`src/obcd_consts.svh`:
```
/*
 * Constants for the option byte configuration decoder: byte indices,
 * field positions, encodings, reset values and settle counts.
 * Assumes it is included by bare name from the decoder's source files.
 */
`ifndef OBCD_CONSTS_SVH
`define OBCD_CONSTS_SVH

// option storage indices, read in this order
`define OBCD_IDX_LOCK       3'h0
`define OBCD_IDX_BOOT       3'h1
`define OBCD_IDX_SPARE      3'h2
`define OBCD_IDX_WDOG       3'h3
`define OBCD_IDX_SLOW       3'h4
`define OBCD_IDX_LAST       3'h4

// readout protection byte value that opens the part
`define OBCD_LOCK_OPEN      8'hAA

// boot area size encodings with special meaning
`define OBCD_BOOT_NONE      8'h00
`define OBCD_BOOT_VECTORS   8'h01
`define OBCD_BOOT_RW_PROT   8'h02

// field positions in the watchdog and fast oscillator byte
`define OBCD_IWDG_AUTO_BIT  3
`define OBCD_IWDG_AUTO_POS  0
`define OBCD_IWDG_FRZ_POS   1
`define OBCD_WWDG_AUTO_POS  2
`define OBCD_WWDG_RST_POS   3
`define OBCD_FAST_CNT_LSB   4
`define OBCD_FAST_CNT_MSB   5
// field position in the slow oscillator byte
`define OBCD_SLOW_CNT_LSB   0
`define OBCD_SLOW_CNT_MSB   1

// settle field codes and oscillator cycle counts
`define OBCD_SETTLE_C0      2'h0
`define OBCD_SETTLE_C1      2'h1
`define OBCD_SETTLE_C2      2'h2
`define OBCD_SETTLE_C3      2'h3
`define OBCD_SETTLE_N0      13'h0001
`define OBCD_SETTLE_N1      13'h0010
`define OBCD_SETTLE_N2      13'h0200
`define OBCD_SETTLE_N3      13'h1000

// reset values of decoded outputs and of the stored option bytes
`define OBCD_LOCK_RST       1'b1
`define OBCD_PAGES_RST      8'h00
`define OBCD_BYTE_RST       8'h00

`endif

```
`src/obcd_pkg.sv`:
```
/*
 * Types shared by the option byte configuration decoder files.
 * Assumes nothing beyond a SystemVerilog compiler.
 */
package obcd_pkg;

    typedef logic [7:0]  obcd_byte_type;
    typedef logic [12:0] obcd_settle_type;

    typedef enum logic [1:0] {
        OBCD_LD_IDLE   = 2'b00,
        OBCD_LD_WAIT   = 2'b01,
        OBCD_LD_DECODE = 2'b10,
        OBCD_LD_DONE   = 2'b11
    } obcd_load_state_type;

endpackage

```
`src/obcd_loader.sv`:
```
/*
 * Option byte configuration decoder: reads the five option bytes from
 * nonvolatile storage after reset, decodes them and registers the
 * protection, watchdog and oscillator settings, then releases the cpu.
 * Assumes the storage answers each read strobe with an ack pulse and
 * data on the same clock, and that the cpu is held while cpu release
 * is low.
 */
`timescale 1ns/100ps
`default_nettype none
`include "obcd_consts.svh"

module obcd_loader
    import obcd_pkg::*;
(
    input  wire logic            clk,
    input  wire logic            resetn,
    input  wire logic            ce,
    input  wire logic            nvm_ack,
    input  wire obcd_byte_type   nvm_rdata,
    output var  logic            nvm_rd_reg,
    output var  logic [2:0]      nvm_addr_reg,
    output var  logic            config_valid_reg,
    output var  logic            cpu_release_reg,
    output var  logic            readout_lock_reg,
    output var  obcd_byte_type   boot_area_pages_reg,
    output var  logic            boot_vector_only_reg,
    output var  logic            boot_read_protect_reg,
    output var  logic            boot_write_protect_reg,
    output var  logic            indep_wdog_auto_start_reg,
    output var  logic            indep_wdog_sleep_freeze_reg,
    output var  logic            window_wdog_auto_start_reg,
    output var  logic            window_wdog_sleep_reset_reg,
    output var  obcd_settle_type fast_xtal_settle_count_reg,
    output var  obcd_settle_type slow_xtal_settle_count_reg
);

    ////////////////////////////////////////////////////////////////////
    // declarations

    obcd_load_state_type state_reg;
    obcd_load_state_type state_next;
    obcd_byte_type       opt_mem_reg [0:4];
    obcd_byte_type       opt_mem_next [0:4];
    logic [2:0]          idx_reg;
    logic [2:0]          idx_next;
    logic                rd_next;
    logic                valid_next;
    logic                release_next;
    logic                lock_next;
    obcd_byte_type       pages_next;
    logic                vec_next;
    logic                rprot_next;
    logic                wprot_next;
    logic                iwdg_auto_next;
    logic                iwdg_frz_next;
    logic                wwdg_auto_next;
    logic                wwdg_rst_next;
    obcd_settle_type     fast_next;
    obcd_settle_type     slow_next;
    obcd_byte_type       boot_pages;
    logic                boot_vec;
    logic                boot_rprot;
    logic                boot_wprot;
    obcd_settle_type     fast_cycles;
    obcd_settle_type     slow_cycles;
    obcd_byte_type       wdog_byte;
    obcd_byte_type       slow_byte;

    assign wdog_byte = opt_mem_reg[`OBCD_IDX_WDOG];
    assign slow_byte = opt_mem_reg[`OBCD_IDX_SLOW];

    ////////////////////////////////////////////////////////////////////
    // decoders

    obcd_boot_decode u_boot (
        .size          (opt_mem_reg[`OBCD_IDX_BOOT]),
        .pages         (boot_pages),
        .vector_only   (boot_vec),
        .read_protect  (boot_rprot),
        .write_protect (boot_wprot)
    );

    obcd_settle_decode u_fast (
        .code   (wdog_byte[`OBCD_FAST_CNT_MSB:`OBCD_FAST_CNT_LSB]),
        .cycles (fast_cycles)
    );

    obcd_settle_decode u_slow (
        .code   (slow_byte[`OBCD_SLOW_CNT_MSB:`OBCD_SLOW_CNT_LSB]),
        .cycles (slow_cycles)
    );

    ////////////////////////////////////////////////////////////////////
    // load sequencer and decoded settings

    always_comb begin
        state_next     = state_reg;
        idx_next       = idx_reg;
        rd_next        = 1'b0;
        valid_next     = config_valid_reg;
        release_next   = cpu_release_reg;
        lock_next      = readout_lock_reg;
        pages_next     = boot_area_pages_reg;
        vec_next       = boot_vector_only_reg;
        rprot_next     = boot_read_protect_reg;
        wprot_next     = boot_write_protect_reg;
        iwdg_auto_next = indep_wdog_auto_start_reg;
        iwdg_frz_next  = indep_wdog_sleep_freeze_reg;
        wwdg_auto_next = window_wdog_auto_start_reg;
        wwdg_rst_next  = window_wdog_sleep_reset_reg;
        fast_next      = fast_xtal_settle_count_reg;
        slow_next      = slow_xtal_settle_count_reg;
        for (int i = 0; i < 5; i++) begin
            opt_mem_next[i] = opt_mem_reg[i];
        end
        case (state_reg)
            OBCD_LD_IDLE: begin
                // first read strobe goes out one cycle after release
                rd_next    = 1'b1;
                idx_next   = `OBCD_IDX_LOCK;
                state_next = OBCD_LD_WAIT;
            end
            OBCD_LD_WAIT: begin
                // acks outside this state are ignored
                if (nvm_ack) begin
                    opt_mem_next[idx_reg] = nvm_rdata;
                    if (idx_reg == `OBCD_IDX_LAST) begin
                        state_next = OBCD_LD_DECODE;
                    end else begin
                        idx_next = idx_reg + 3'h1;
                        rd_next  = 1'b1;
                    end
                end
            end
            OBCD_LD_DECODE: begin
                lock_next = (opt_mem_reg[`OBCD_IDX_LOCK]
                             != `OBCD_LOCK_OPEN);
                pages_next = boot_pages;
                vec_next   = boot_vec;
                rprot_next = boot_rprot;
                wprot_next = boot_wprot;
                iwdg_auto_next = wdog_byte[`OBCD_IWDG_AUTO_POS];
                iwdg_frz_next  = wdog_byte[`OBCD_IWDG_FRZ_POS];
                wwdg_auto_next = wdog_byte[`OBCD_WWDG_AUTO_POS];
                wwdg_rst_next  = wdog_byte[`OBCD_WWDG_RST_POS];
                fast_next  = fast_cycles;
                slow_next  = slow_cycles;
                valid_next = 1'b1;
                state_next = OBCD_LD_DONE;
            end
            default: begin
                // settings stand one cycle before the cpu is let go
                release_next = config_valid_reg;
            end
        endcase
    end

    always_ff @(posedge clk or negedge resetn) begin
        if (!resetn) begin
            state_reg                   <= OBCD_LD_IDLE;
            idx_reg                     <= `OBCD_IDX_LOCK;
            nvm_rd_reg                  <= 1'b0;
            nvm_addr_reg                <= `OBCD_IDX_LOCK;
            config_valid_reg            <= 1'b0;
            cpu_release_reg             <= 1'b0;
            readout_lock_reg            <= `OBCD_LOCK_RST;
            boot_area_pages_reg         <= `OBCD_PAGES_RST;
            boot_vector_only_reg        <= 1'b0;
            boot_read_protect_reg       <= 1'b0;
            boot_write_protect_reg      <= 1'b0;
            indep_wdog_auto_start_reg   <= 1'b0;
            indep_wdog_sleep_freeze_reg <= 1'b0;
            window_wdog_auto_start_reg  <= 1'b0;
            window_wdog_sleep_reset_reg <= 1'b0;
            fast_xtal_settle_count_reg  <= `OBCD_SETTLE_N0;
            slow_xtal_settle_count_reg  <= `OBCD_SETTLE_N0;
            for (int i = 0; i < 5; i++) begin
                opt_mem_reg[i] <= `OBCD_BYTE_RST;
            end
        end else if (ce) begin
            state_reg                   <= state_next;
            idx_reg                     <= idx_next;
            nvm_rd_reg                  <= rd_next;
            nvm_addr_reg                <= idx_next;
            config_valid_reg            <= valid_next;
            cpu_release_reg             <= release_next;
            readout_lock_reg            <= lock_next;
            boot_area_pages_reg         <= pages_next;
            boot_vector_only_reg        <= vec_next;
            boot_read_protect_reg       <= rprot_next;
            boot_write_protect_reg      <= wprot_next;
            indep_wdog_auto_start_reg   <= iwdg_auto_next;
            indep_wdog_sleep_freeze_reg <= iwdg_frz_next;
            window_wdog_auto_start_reg  <= wwdg_auto_next;
            window_wdog_sleep_reset_reg <= wwdg_rst_next;
            fast_xtal_settle_count_reg  <= fast_next;
            slow_xtal_settle_count_reg  <= slow_next;
            for (int i = 0; i < 5; i++) begin
                opt_mem_reg[i] <= opt_mem_next[i];
            end
        end
    end

    ////////////////////////////////////////////////////////////////////
    // assertions

    obcd_byte_type boot_size;
    logic [1:0]    fast_code;
    logic [1:0]    slow_code;
    assign boot_size = opt_mem_reg[`OBCD_IDX_BOOT];
    assign fast_code = wdog_byte[`OBCD_FAST_CNT_MSB:`OBCD_FAST_CNT_LSB];
    assign slow_code = slow_byte[`OBCD_SLOW_CNT_MSB:`OBCD_SLOW_CNT_LSB];
endmodule // obcd_loader
`default_nettype wire

```
`src/obcd_settle_decode.sv`:
```
/*
 * Maps a two-bit oscillator settle code to its count of oscillator
 * cycles. Purely combinational; the caller registers the result.
 */
`timescale 1ns/100ps
`default_nettype none
`include "obcd_consts.svh"

module obcd_settle_decode
    import obcd_pkg::*;
(
    input  wire logic [1:0]      code,
    output var  obcd_settle_type cycles
);

    always_comb begin
        case (code)
            `OBCD_SETTLE_C0: cycles = `OBCD_SETTLE_N0;
            `OBCD_SETTLE_C1: cycles = `OBCD_SETTLE_N1;
            `OBCD_SETTLE_C2: cycles = `OBCD_SETTLE_N2;
            default:         cycles = `OBCD_SETTLE_N3;
        endcase
    end

endmodule // obcd_settle_decode
`default_nettype wire

```
`src/obcd_boot_decode.sv`:
```
/*
 * Decodes the boot area size byte into page count and protection.
 * Purely combinational; the caller registers the result.
 */
`timescale 1ns/100ps
`default_nettype none
`include "obcd_consts.svh"

module obcd_boot_decode
    import obcd_pkg::*;
(
    input  wire obcd_byte_type size,
    output var  obcd_byte_type pages,
    output var  logic          vector_only,
    output var  logic          read_protect,
    output var  logic          write_protect
);

    always_comb begin
        // every encoding reserves pages 0 to size-1
        pages         = size;
        vector_only   = 1'b0;
        read_protect  = 1'b0;
        write_protect = 1'b0;
        if (size == `OBCD_BOOT_NONE) begin
            pages = `OBCD_PAGES_RST;
        end else if (size == `OBCD_BOOT_VECTORS) begin
            vector_only = 1'b1;
        end else if (size == `OBCD_BOOT_RW_PROT) begin
            read_protect  = 1'b1;
            write_protect = 1'b1;
        end else begin
            write_protect = 1'b1;
        end
    end

endmodule // obcd_boot_decode
`default_nettype wire

```
`config.mk`:
```
export PLATFORM = sky130hd
export DESIGN_NAME = obcd_loader
export DESIGN_NICKNAME = d
export VERILOG_FILES = /design/src/obcd_pkg.sv /design/src/obcd_loader.sv /design/src/obcd_settle_decode.sv /design/src/obcd_boot_decode.sv
export VERILOG_INCLUDE_DIRS = /design/src /design/src/src
export SDC_FILE = /design/constraint.sdc
export NUM_CORES = 1
export LEC_CHECK = 0
export ABC_AREA = 0
export BUFFER_PORTS_ARGS = -buffer_cell sky130_fd_sc_hd__buf_2
export CELL_PAD_IN_SITES_DETAIL_PLACEMENT = 0
export CELL_PAD_IN_SITES_GLOBAL_PLACEMENT = 2
export CORE_ASPECT_RATIO = 0.7
export CORE_MARGIN = 3
export CORE_UTILIZATION = 37
export DETAILED_ROUTE_END_ITERATION = 12
export GPL_TIMING_DRIVEN = 0
export PLACE_DENSITY = 0.89
export REMOVE_ABC_BUFFERS = 1
export SKIP_CTS_REPAIR_TIMING = 1
export SLEW_MARGIN = 0
export SYNTH_ARGS = -nofsm -noshare
export SYNTH_HDL_FRONTEND = slang
export SYNTH_SLANG_ARGS = --single-unit
```
`constraint.sdc`:
```
create_clock -name clk -period 4.1 [get_ports clk]
set_clock_uncertainty 0.15 [all_clocks]
set_input_delay 0 -clock clk [delete_from_list [all_inputs] [get_ports clk]]
set_output_delay 0 -clock clk [all_outputs]
set_load 0.02 [all_outputs]
```
==> key figures <==
Power and ir drop
  – P_int: roughly 1.3 mW
  – Switch share: a little under two fifths
  – PD cells: about 700 nW/um^2
  – Combinational share of power: ~38%
  – Sw Pwr: ~0.79 mW
  – Sequential Power Share: 46.7%
  – Clock power frac: about 15%
  – Max rail drop VDD: 0.278 mV
  – Leak: 1.46 nW

Run status
  – Outcome: finished, final reports clean

Cells and area
  – Syn-to-layout area delta: 16.8%
  – Register area: between 1000 and 1500 sq um
  – FILL cells: around 610
  – Area of the multi-input gates: 998 sq um
  – Layout Nets: about 270
  – Antenna cells: 0
  – Layout cell share with drive strength beyond 1: between 30% and 40%
  – Final Non-Filler Cells: about 350

Timing
  – Unrepaired setup endpoints after global routing: no
  – Setup TNS: 0 ps
  – Fin crit period: 2050 ps
  – Final worst slack: 2050 ps
  – Least-Margin Pin Slew: roughly 1200 ps
  – Highest clock rate: approximately 0.5 GHz
  – Final setup fails: 0
  – Max Slew Vio Count: 0
  – Hold Fails Final Rpt: 0
  – Worst slew margin relative to its limit: around 20%
  – Fin crit share: roughly half
  – Final hold slack: 16.1 ps

Synthesis
  – Mapped Area: 2520 sq um
  – Synth area leaders: dfrtp_1 53%, mux2_2 16%, buf_4 5.7%
  – EDFF count, synth: 0
  – Post-synth top flop: dfrtp_1
  – Synth top cells by count: 53 x dfrtp_1, 35 x mux2_2, 22 x nand2_1, 19 x buf_4, 11 x o21ai_0
  – Count leader, synth: dfrtp_1
  – Seq/Total Area, Yosys: a little under three fifths
  – Post-synth ARST share: between 90% and 100%
  – Distinct cell type count after synthesis: 32
  – Synth Register Bits: between 50 and 60
  – Yosys warns: 0
  – Cells after Synth: 200
  – Post-synth top area cell: dfrtp_1
  – Post-synth top area share: between 50% and 60%
  – Avg Cell Area, Syn: roughly 13 sq um

Drt
  – Routed length per instance: ~13 um
  – Post-DR vias/cell: between 4 and 5
  – Pre-Repair DR Iteration Count: 4
  – WL final: roughly 4600 um
  – DRT iter0 DRCs: 25
  – Drc violations: 0
  – DRT antenna net count: 0
  – Via count: about 1500

Flow run
  – Max cap viols: 0

Worst setup path
  – Setup crit start kind: flip-flop
  – Worst Path Required: between 4000 and 5000 ps
  – CP cell instances: inv_1 > ha_1 > and4b_4 > nand2_4 > nor2_8 > mux2_2
  – Crit path max fanout: 8
  – Slowest-stage cell, CP: dfrtp_1
  – Reg-to-reg slack, setup: about 2000 ps
  – Crit path DAT: 2100 ps
  – Crit path capture type: flip-flop
  – CP Class: reg -> reg
  – Slowest stage delay, CP: between 400 and 500 ps

Global routing
  – Vias in the first global route: 1422
  – First-pass GRT wire length: 7250 um
  – Total gr overflow: 0
  – Largest net degree at the start of global routing: 57
  – Tot GR Track Use: between 10% and 20%
  – Initial antenna violation count: 0

Place
  – Worst slack, placed: ~2100 ps
  – I/O Buffers: between 40 and 50
  – Post-DP HPWL: 3270 um
  – Cell Count Post-Placement: between 300 and 400
  – Gpl congestion: 0.735

Floorplanning
  – IO Count: 60
  – Initial Utilization: roughly two fifths
  – CORE AREA: roughly 6400 sq um
  – Die X: between 100 and 150 um
  – Die height: approximately 75 um
  – Rows: 24
  – DIE AREA: between 7000 and 8000 sq um

Clocking
  – Clock Latency Late Sink: 310 ps
  – TritonCTS clock tree: built
  – H-tree depth: 2
  – CTS buffer count: 5
  – CTS sink cnt: 56
  – Clock buffer depth: 2
  – Clk root buf: clkbuf_8
  – Clock-pin slew on the worst setup and hold paths: ~100 ps

Worst hold path
  – Worst min path class: in -> reg
==> power by group through the flow <==
stage,logic [mW],clock network (mW),registers (mW)
after floorplan,0.409,0,1.12
after global placement,0.781,0,0.982
after detailed placement,0.797,0,0.990
after CTS,0.799,0.334,0.980
after global routing,0.872,0.353,1.01
final,0.794,0.319,0.975
==> layout make-up <==
class / instances / share of cell area, %
Clock inverter: 2 / 0.468
Clock buffer: 6 / 2.81
Sequential cell: 56 / 47.8
Tap cell: 91 / 3.87
Inverter: 6 / 0.766
Multi-Input combinational cell: 133 / 33.9
Timing Repair Buffer: 51 / 10.4
==> layout by cell type, fill, tap and decap left out, drive strengths merged, types with 2 or more instances in the layout <==
master / instances
dfstp: 3
mux2: 35
and2: 3
nand3: 3
nor2: 5
nand2b: 6
nand2: 25
nand4: 2
nor4bb: 2
a21oi: 2
ha: 7
a22o: 2
mux2i: 2
dlygate4sd3: 10
conb: 18
o21ai: 12
clkbuf: 6
o31ai: 3
inv: 7
buf: 41
dfrtp: 53
==> through the flow <==
step	util [%]	total power, mW	area [sq um]
floorplan	-	1.53	2430
global placement	42.9	1.76	2750
detailed placement	42.9	1.79	2750
CTS	44.4	2.11	2840
global route	46.0	2.24	2940
finish	46.0	2.09	2940
==> critical path, delay by kind of cell (launching register included) <==
kind	cells	cell delay (ps)
fa+ha+maj	1	310
simple gates	3	580
buf+inv	1	130
mux	1	360
flops	1	410
==> metal layers <==
layer | vias to the layer above | global-route usage, % | routed length [um]
met5 | - | 0 | 0
met4 | 0 | 2.62 | 19
met3 | 3 | 3.68 | 269
met2 | 40 | 17.0 | 1940
met1 | 726 | 17.1 | 2330
li1 | 762 | - | -
==> kinds of logic after synthesis <==
| group | count (synthesis) | share of synthesized area [%] |
|---|---|---|
| flops | 56 | 55.8 |
| simple gates | 49 | 11.5 |
| mux | 37 | 16.5 |
| buf+inv | 28 | 7.06 |
| compound gates | 22 | 5.57 |
| fa+ha+maj | 7 | 3.48 |
| other cells | 1 | 0.149 |
==> worst paths after layout <==
check                                                           from  depth (start not counted)                                        end
max                                         state_reg[1]$_DFFE_PN0P_                          6                   boot_size[4]$_DFFE_PN0P_
min                                                          nvm_ack                          4                   state_reg[0]$_DFFE_PN0P_
max reg2reg                                 state_reg[1]$_DFFE_PN0P_                          6                   boot_size[4]$_DFFE_PN0P_
min reg2reg                slow_xtal_settle_count_reg[0]$_DFFE_PN1P_                          2  slow_xtal_settle_count_reg[0]$_DFFE_PN1P_
max in group asynchronous                                     resetn                          2                   state_reg[0]$_DFFE_PN0P_
min in group asynchronous                                     resetn                          2  slow_xtal_settle_count_reg[4]$_DFFE_PN0P_
Note: power is estimated with default switching activity, not from simulation.
